==> config.mk <==
export PLATFORM = sky130hd
export DESIGN_NAME = temlo_top
export DESIGN_NICKNAME = d
export VERILOG_FILES = /design/src/hw/temlo_pkg.sv /design/src/hw/temlo_event_counter.sv /design/src/hw/temlo_top.sv
export VERILOG_INCLUDE_DIRS = /design/src /design/src/hw
export SDC_FILE = /design/constraint.sdc
export NUM_CORES = 1
export LEC_CHECK = 0
export BUFFER_PORTS_ARGS = -buffer_cell sky130_fd_sc_hd__buf_4
export CORE_MARGIN = 4
export CORE_UTILIZATION = 50
export CTS_BUF_LIST = sky130_fd_sc_hd__clkbuf_4 sky130_fd_sc_hd__clkbuf_8
export DETAILED_ROUTE_END_ITERATION = 6
export GPL_TIMING_DRIVEN = 0
export HOLD_SLACK_MARGIN = 0.15
export MAX_ROUTING_LAYER = met4
export PLACE_DENSITY_LB_ADDON = 0.3
export SYNTH_ARGS = -nofsm -noshare
export SYNTH_HDL_FRONTEND = slang
export SYNTH_SLANG_ARGS = --single-unit
==> constraint.sdc <==
create_clock -name clk_in -period 1.7 [get_ports clk_in]
set_input_delay 0.255 -clock clk_in [delete_from_list [all_inputs] [get_ports clk_in]]
set_output_delay 0.255 -clock clk_in [all_outputs]
set_load 0.02 [all_outputs]
==> src/hw/temlo_cfg.svh <==
// Offsets, field positions, reset values and patterns of the transmitter config bank
`ifndef TEMLO_CFG_SVH
`define TEMLO_CFG_SVH

// ----------------------------------------
// Register offsets
// ----------------------------------------
`define TEMLO_ADDR_POWER   8'h26
`define TEMLO_ADDR_MASK    8'h27
`define TEMLO_ADDR_FORCE   8'h28

// ----------------------------------------
// Field positions
// ----------------------------------------
`define TEMLO_PD_CHAN_RST_BIT  7
`define TEMLO_MASK_DATA_LOSS   0
`define TEMLO_MASK_CLK_LOSS    1
`define TEMLO_MASK_CLK_DETECT  2
`define TEMLO_MASK_FIFO        3
`define TEMLO_MASK_PLL_CLK     4
`define TEMLO_FORCE_HIGH_BIT   0
`define TEMLO_FORCE_LOW_BIT    1

// ----------------------------------------
// Reset values and patterns
// ----------------------------------------
`define TEMLO_PD_RESET     7'h3F
`define TEMLO_PD_NORMAL    7'h3F
`define TEMLO_PD_STANDBY   7'h40
`define TEMLO_MASK_RESET   5'h00
`define TEMLO_FORCE_RESET  2'h0
`define TEMLO_NUM_EVENTS   5
`define TEMLO_CNT_W        8

`endif

==> src/hw/temlo_pkg.sv <==
// Types shared by the transmitter config bank
package temlo_pkg;

  // ----------------------------------------
  // Register access request
  // ----------------------------------------
  typedef struct packed {
    logic       wr;
    logic       rd;
    logic [7:0] addr;
    logic [7:0] wdata;
  } temlo_req_type;

  // ----------------------------------------
  // Error event strobes, bit order matches the mask register
  // ----------------------------------------
  typedef struct packed {
    logic pll_clk;
    logic fifo;
    logic clk_detect;
    logic clk_loss;
    logic data_loss;
  } temlo_event_type;

endpackage

==> src/hw/temlo_event_counter.sv <==
// Saturating error event counter with mask and clear
`timescale 1ns/1ps
`default_nettype none

module temlo_event_counter
  import temlo_pkg::*;
#(
  parameter int CNT_W = 8
) (
  input  wire logic             clk_in,
  input  wire logic             reset_n_in,
  input  wire logic             clear_in,
  input  wire logic             event_in,
  input  wire logic             mask_in,
  output logic      [CNT_W-1:0] count_out
);

  // ----------------------------------------
  // Parameter check
  // ----------------------------------------
  if (CNT_W < 1 || CNT_W > 32) begin : g_bad_param
    $error("temlo_event_counter: unsupported CNT_W");
  end

  logic [CNT_W-1:0] count_r;
  logic [CNT_W-1:0] count_nxt;

  // ----------------------------------------
  // Count unmasked events
  // ----------------------------------------
  always_comb begin
    count_nxt = count_r;
    if (clear_in) begin
      count_nxt = '0;
    end else if (event_in && !mask_in && (count_r != {CNT_W{1'b1}})) begin
      count_nxt = count_r + {{(CNT_W-1){1'b0}}, 1'b1};
    end
  end

  always_ff @(posedge clk_in or negedge reset_n_in) begin
    if (!reset_n_in) begin
      count_r <= '0;
    end else begin
      count_r <= count_nxt;
    end
  end

  assign count_out = count_r;

  // ----------------------------------------
  // Checks
  // ----------------------------------------
  property p_count_inc;
    @(posedge clk_in) disable iff (!reset_n_in)
    (event_in && !mask_in && !clear_in && (count_r != {CNT_W{1'b1}}))
      |=> (count_r == $past(count_r) + 1'b1);
  endproperty
  a_count_inc: assert property (p_count_inc)
    else $error("unmasked event not counted");

endmodule

`default_nettype wire

==> src/hw/temlo_top.sv <==
// Power-down, event mask and signal loss override register bank
// Behaviour
// - Writing one to bit 7 of the power register pulses a transmit channel reset.
// - The seven-bit power field resets to 3F, and 3F in it means normal operation.
// - Writing 40 to the power field puts the transmitter into low-power standby.
// - Each unmasked error event increments the count of its class until that count saturates at all ones.
// - Counted classes cover FIFO, PLL clock and input clock detect errors, and data and clock signal loss.
// - Mask bit 4 stops PLL clock errors and bit 0 stops data signal loss being counted.
// - Mask bit 3, reset zero, stops FIFO errors being counted.
// - Mask bit 2 stops input clock detect errors being counted.
// - Mask bit 1 stops clock signal loss errors being counted.
// - The override register can fix the signal loss indicator whatever the input does.
// - Override bit 1 drives the indicator low unless bit 0 is set; with both bits clear it follows the input.
// - Override bit 0 drives the indicator high and wins over bit 1.
`timescale 1ns/1ps
`default_nettype none
`include "temlo_cfg.svh"

module temlo_top
  import temlo_pkg::*;
#(
  parameter int NUM_EVENTS = `TEMLO_NUM_EVENTS,
  parameter int CNT_W      = `TEMLO_CNT_W
) (
  input  wire logic                        clk_in,
  input  wire logic                        reset_n_in,
  input  wire temlo_req_type               req_in,
  input  wire temlo_event_type             events_in,
  input  wire logic                        signal_loss_raw_in,
  output logic      [7:0]                  rdata_out,
  output logic                             channel_reset_out,
  output logic      [6:0]                  power_down_out,
  output logic                             standby_out,
  output logic                             signal_loss_indicator_out,
  output logic      [NUM_EVENTS-1:0][CNT_W-1:0] counts_out
);

  // ----------------------------------------
  // Parameter check
  // ----------------------------------------
  if (NUM_EVENTS != `TEMLO_NUM_EVENTS || CNT_W < 1 || CNT_W > 32) begin : g_bad_param
    $error("temlo_top: unsupported NUM_EVENTS or CNT_W");
  end

  // ----------------------------------------
  // Register state
  // ----------------------------------------
  logic [6:0]            power_r;
  logic [6:0]            power_nxt;
  logic                  chan_rst_r;
  logic                  chan_rst_nxt;
  logic                  standby_r;
  logic                  standby_nxt;
  logic [4:0]            mask_r;
  logic [4:0]            mask_nxt;
  logic [1:0]            force_r;
  logic [1:0]            force_nxt;
  logic [7:0]            rdata_r;
  logic [7:0]            rdata_nxt;
  logic                  loss_meta_r;
  logic                  loss_sync_r;
  logic                  loss_ind_r;
  logic                  loss_ind_nxt;
  logic [4:0]            event_vec;

  assign event_vec = events_in;

  // ----------------------------------------
  // Register writes and reads
  // ----------------------------------------
  always_comb begin
    power_nxt    = power_r;
    chan_rst_nxt = 1'b0;
    mask_nxt     = mask_r;
    force_nxt    = force_r;
    rdata_nxt    = rdata_r;
    if (req_in.wr) begin
      if (req_in.addr == `TEMLO_ADDR_POWER) begin
        power_nxt    = req_in.wdata[6:0];
        chan_rst_nxt = req_in.wdata[`TEMLO_PD_CHAN_RST_BIT];
      end else if (req_in.addr == `TEMLO_ADDR_MASK) begin
        mask_nxt = req_in.wdata[4:0];
      end else if (req_in.addr == `TEMLO_ADDR_FORCE) begin
        force_nxt = req_in.wdata[1:0];
      end
    end
    if (req_in.rd) begin
      if (req_in.addr == `TEMLO_ADDR_POWER) begin
        rdata_nxt = {1'b0, power_r};
      end else if (req_in.addr == `TEMLO_ADDR_MASK) begin
        rdata_nxt = {3'h0, mask_r};
      end else if (req_in.addr == `TEMLO_ADDR_FORCE) begin
        rdata_nxt = {6'h00, force_r};
      end else begin
        rdata_nxt = 8'h00;
      end
    end
    standby_nxt = (power_nxt == `TEMLO_PD_STANDBY);
  end

  always_ff @(posedge clk_in or negedge reset_n_in) begin
    if (!reset_n_in) begin
      power_r    <= `TEMLO_PD_RESET;
      chan_rst_r <= 1'b0;
      standby_r  <= 1'b0;
      mask_r     <= `TEMLO_MASK_RESET;
      force_r    <= `TEMLO_FORCE_RESET;
      rdata_r    <= 8'h00;
    end else begin
      power_r    <= power_nxt;
      chan_rst_r <= chan_rst_nxt;
      standby_r  <= standby_nxt;
      mask_r     <= mask_nxt;
      force_r    <= force_nxt;
      rdata_r    <= rdata_nxt;
    end
  end

  // ----------------------------------------
  // Signal loss indicator with override
  // ----------------------------------------
  always_comb begin
    if (force_r[`TEMLO_FORCE_HIGH_BIT]) begin
      loss_ind_nxt = 1'b1;
    end else if (force_r[`TEMLO_FORCE_LOW_BIT]) begin
      loss_ind_nxt = 1'b0;
    end else begin
      loss_ind_nxt = loss_sync_r;
    end
  end

  always_ff @(posedge clk_in or negedge reset_n_in) begin
    if (!reset_n_in) begin
      loss_meta_r <= 1'b0;
      loss_sync_r <= 1'b0;
      loss_ind_r  <= 1'b0;
    end else begin
      loss_meta_r <= signal_loss_raw_in;
      loss_sync_r <= loss_meta_r;
      loss_ind_r  <= loss_ind_nxt;
    end
  end

  // ----------------------------------------
  // Error event counters
  // ----------------------------------------
  for (genvar i = 0; i < NUM_EVENTS; i++) begin : g_cnt
    temlo_event_counter #(
      .CNT_W      (CNT_W)
    ) temlo_event_counter_inst (
      .clk_in     (clk_in),
      .reset_n_in (reset_n_in),
      .clear_in   (chan_rst_r),
      .event_in   (event_vec[i]),
      .mask_in    (mask_r[i]),
      .count_out  (counts_out[i])
    );
  end

  // ----------------------------------------
  // Outputs
  // ----------------------------------------
  assign rdata_out                 = rdata_r;
  assign channel_reset_out         = chan_rst_r;
  assign power_down_out            = power_r;
  assign standby_out               = standby_r;
  assign signal_loss_indicator_out = loss_ind_r;

  // ----------------------------------------
  // Checks
  // ----------------------------------------
  property p_chan_rst;
    @(posedge clk_in) disable iff (!reset_n_in)
    (req_in.wr && req_in.addr == `TEMLO_ADDR_POWER && req_in.wdata[7])
      |=> channel_reset_out;
  endproperty
  a_chan_rst: assert property (p_chan_rst)
    else $error("channel reset not pulsed");

  property p_chan_rst_cause;
    @(posedge clk_in) disable iff (!reset_n_in)
    channel_reset_out |-> $past(req_in.wr && req_in.addr == `TEMLO_ADDR_POWER
                                && req_in.wdata[7]);
  endproperty
  a_chan_rst_cause: assert property (p_chan_rst_cause)
    else $error("channel reset without write");

  property p_power_write;
    @(posedge clk_in) disable iff (!reset_n_in)
    (req_in.wr && req_in.addr == `TEMLO_ADDR_POWER)
      |=> (power_down_out == $past(req_in.wdata[6:0]));
  endproperty
  a_power_write: assert property (p_power_write)
    else $error("power field not written");

  property p_standby;
    @(posedge clk_in) disable iff (!reset_n_in)
    standby_out == (power_down_out == 7'h40);
  endproperty
  a_standby: assert property (p_standby)
    else $error("standby does not match power field");

  for (genvar j = 0; j < NUM_EVENTS; j++) begin : g_chk
    property p_mask_hold;
      @(posedge clk_in) disable iff (!reset_n_in)
      (mask_r[j] && !chan_rst_r) |=> $stable(counts_out[j]);
    endproperty
    a_mask_hold: assert property (p_mask_hold)
      else $error("masked class was counted");
  end

  property p_force_high;
    @(posedge clk_in) disable iff (!reset_n_in)
    force_r[0] |=> signal_loss_indicator_out;
  endproperty
  a_force_high: assert property (p_force_high)
    else $error("indicator not forced high");

  property p_force_low;
    @(posedge clk_in) disable iff (!reset_n_in)
    (force_r == 2'h2) |=> !signal_loss_indicator_out;
  endproperty
  a_force_low: assert property (p_force_low)
    else $error("indicator not forced low");

  property p_loss_follow;
    @(posedge clk_in) disable iff (!reset_n_in)
    (force_r == 2'h0) |=> (signal_loss_indicator_out == $past(loss_sync_r));
  endproperty
  a_loss_follow: assert property (p_loss_follow)
    else $error("indicator does not follow input");

  property p_mask_read;
    @(posedge clk_in) disable iff (!reset_n_in)
    (req_in.rd && req_in.addr == `TEMLO_ADDR_MASK) |=> (rdata_out == {3'h0, $past(mask_r)});
  endproperty
  a_mask_read: assert property (p_mask_read)
    else $error("mask readback wrong");

  c_standby: cover property (@(posedge clk_in) disable iff (!reset_n_in) $rose(standby_out));
  c_chan_rst: cover property (@(posedge clk_in) disable iff (!reset_n_in) channel_reset_out);
  c_both_force: cover property (@(posedge clk_in) disable iff (!reset_n_in)
                                (force_r == 2'h3) ##1 signal_loss_indicator_out);
  c_fifo_masked: cover property (@(posedge clk_in) disable iff (!reset_n_in)
                                 events_in.fifo && mask_r[3]);

endmodule

`default_nettype wire

==> results.md <==
* Status: finished clean
* DRC violations left at 0
* DR vias/cell at slightly below 6
* DR WL/cell at ~16 microns
* Pwr dens at ~1400 nW/um^2
* Seq cells post-synth at 66
* CP required at between 1.5 and 2 ns
* Fillers at 501
* First-pass GRT wire length at approximately 13,000 microns
* Mapped Area at 3270 sq um
* Fin crit share at 0.957
* Clk sinks at 66
* Cell count after synthesis at ~300
* Overflow after GRT at 0
* Vias in the first global route at around 2,700
* TritonRoute pass-1 iters at 4
* Placed Instance Area at roughly 4000 sq um
* Syn avg cell area at 10.9 sq um
* Clock Latency Late Sink at 0.34 ns
* Worst Skew at roughly 0.010 ns
* CP Capture Type: register
* TritonCTS clock tree: done
* Initial core utilization at 0.515
* ANT nets after route at 0
* Minimum clock period at ~1.6 ns
* Hpwl dp at between 5000 and 6000 microns
* CTS max path bufs at 2
* Core area at about 6300 sq um
* Crit Path Category: reg -> reg
* Rows at 29
* Fin nets at about 440
* Hold Path Class: in -> reg
* Vias at roughly 2,800
* Number of enable flip-flop cells after synthesis at 0
* Share of cells above drive strength 1 at 0.386
* Ant diodes at 0
* Leakage at about 2 nW
* Clk slew on worst S/H paths at 0.07 ns
* Commonest cells after routing, fill and taps aside: buf_4, dfrtp_1, nor2_1
* CP startpoint kind: register
* RSZ-0062 raised after global routing: yes
* Die Height at around 89 microns
* Post-synthesis async set-or-reset flop share at 1.00
* Root Buffer: clkbuf_8
* Post-route cell area at around 4400 sq um
* Num CTS Buffers at 9
* IO Count at 84
* Die area at around 7900 sq um
* Max cap viols at 0
* Most common cell after layout, fill and taps aside: buf_4
* H-tree depth at 3
* Post-Syn Nets at about 330
* Final WL at slightly below 8000 microns
* Top_reg_cell synth: dfrtp_1
* Initial antenna violation count at 0
* Largest net degree at the start of global routing at 67
* Maximum fanout along the worst path at 9
* Seq/Total Area, Yosys at 0.507
* Cell variety after synth at 50
* Die width at 88.9 microns
* Area grow syn2layout at 33.0%
* VDD IR max at approximately 1.1 mV
* Count of pins over their slew limit at 0
* Final worst slack at about 0.073 ns
* GPL Wtd Cong at between 0.8 and 0.9
* Setup violations, final at 0
* Tot GR Track Use at 0.218
* Ys Warns at 0
* Hold Fails Final Rpt at 0
* Fmax at ~600 MHz
* Slew @ Worst Pin at between 0.8 and 0.9 ns
* CP arrival at 1.89 ns
* Port bufs at 82
* DP Worst Slack at -0.185 ns
* DRT iter0 DRCs at 115
* Slew HR at 0.454
## state kept, by name, indices dropped and copies added, names as in the netlist
register	flops
loss_sync_r	1
power_down_out	7
rdata_out	7
g_cnt.temlo_event_counter_inst.count_out	40
force_r	2
mask_r	5
loss_meta_r	1
signal_loss_indicator_out	1
standby_out	1
channel_reset_out	1
## metal layers
layer	GRT usage	vias up	wire (microns)
met2	0.342	99	3680
met5	-	-	0
met1	0.274	1372	3470
li1	-	1339	-
met4	0.104	0	152
met3	0.0345	12	507
## worst max-delay path: stages (launching register included)
cell and delay, ns:
dfrtp_1 0.39, ha_2 0.21, nand3_1 0.11, o21ai_1 0.10, buf_4 0.18, or4_1 0.42
a21oi_2 0.14
## cell usage after synthesis (3+ instances only)
library cell | number | share of area
inv_1 | 9 | 0.010
xor2_1 | 14 | 0.037
mux2i_1 | 5 | 0.015
buf_2 | 3 | 0.0046
o22ai_1 | 3 | 0.0057
and3_1 | 4 | 0.0076
a21oi_1 | 15 | 0.023
and4b_1 | 3 | 0.0092
dfstp_2 | 6 | 0.048
or4_1 | 13 | 0.030
nand4_1 | 8 | 0.015
nor3_1 | 5 | 0.0076
nor2_1 | 22 | 0.025
o21a_1 | 3 | 0.0069
o21ai_0 | 7 | 0.011
mux2_2 | 18 | 0.062
o21ba_2 | 3 | 0.0092
dfrtp_1 | 60 | 0.46
nand3_1 | 14 | 0.021
clkbuf_1 | 4 | 0.0046
nand2b_1 | 4 | 0.0076
nor2b_1 | 7 | 0.013
or3_1 | 3 | 0.0057
o31ai_1 | 11 | 0.025
o211ai_1 | 8 | 0.018
ha_1 | 5 | 0.019
nand2_1 | 15 | 0.017
## final timing paths
check | start | to | slack [ns] | cells past startpoint
setup reg to reg | g_cnt[2].temlo_event_counter_inst.count_out[0] | g_cnt[2].temlo_event_counter_inst.count_out[6] | 0.07 | 6
max in group asynchronous | reset_n_in | g_cnt[0].temlo_event_counter_inst.count_out[1] | 0.60 | 2
hold / removal | req_in[2] | mask_r[2] | 0.18 | 2
hold reg to reg | loss_meta_r | loss_sync_r | 0.35 | 0
min in group asynchronous | reset_n_in | g_cnt[0].temlo_event_counter_inst.count_out[7] | 0.54 | 2
setup / recovery | g_cnt[2].temlo_event_counter_inst.count_out[0] | g_cnt[2].temlo_event_counter_inst.count_out[6] | 0.07 | 6
## power breakdown
| part | switching [W] | internal, W |
|---|---|---|
| clock network | 0.000539 | 0.000668 |
| logic | 0.00121 | 0.00109 |
| registers | 0.000532 | 0.00196 |
| total | 0.00228 | 0.00372 |
## final cells by class
type,count,area [sq um],area share
plain buffers,9,47.5,0.0109
repair buffers,96,733,0.169
multi-input cells,217,1600,0.367
clock buffers,15,181,0.0417
flip-flops and latches,66,1660,0.382
inverters,9,33.8,0.00777
well taps,77,96.3,0.0221
## through the flow
step / setup TNS (ns) / util / hold slack [ns] / total power (W) / cells
6_report: 0 / 0.685 / 0.175 / 0.00600 / 489
5_1_grt: -0.0174 / 0.685 / 0.179 / 0.00641 / 489
4_1_cts: 0 / 0.671 / 0.158 / 0.00591 / 485
3_5_place_dp: -1.34 / 0.627 / 0.336 / 0.00461 / 460
3_3_place_gp: -1.32 / 0.627 / 0.333 / 0.00452 / 460
2_1_floorplan: 0 / - / -0.0406 / 0.00366 / 301
## what timing repair did
action / CTS / global route
pin swaps: 1 / 2
setup endpoints to repair: 5 / 16
hold endpoints to repair: 64 / 0
buffers inserted: 5 / 4
hold buffers: 5 / 0
resized for setup: 4 / 16
## cell families after synthesis
family	count (synthesis)	share of synthesized area
AO/OA/AOI/OAI	61	0.127
XOR/XNOR	16	0.0428
adder cells (fa/ha/maj)	5	0.0191
buffers and inverters	18	0.0229
flip-flops	66	0.507
multiplexers	23	0.0773
other	1	0.00115
AND/OR/NAND/NOR	111	0.203
No activity file was read; power rests on OpenSTA's default activity.
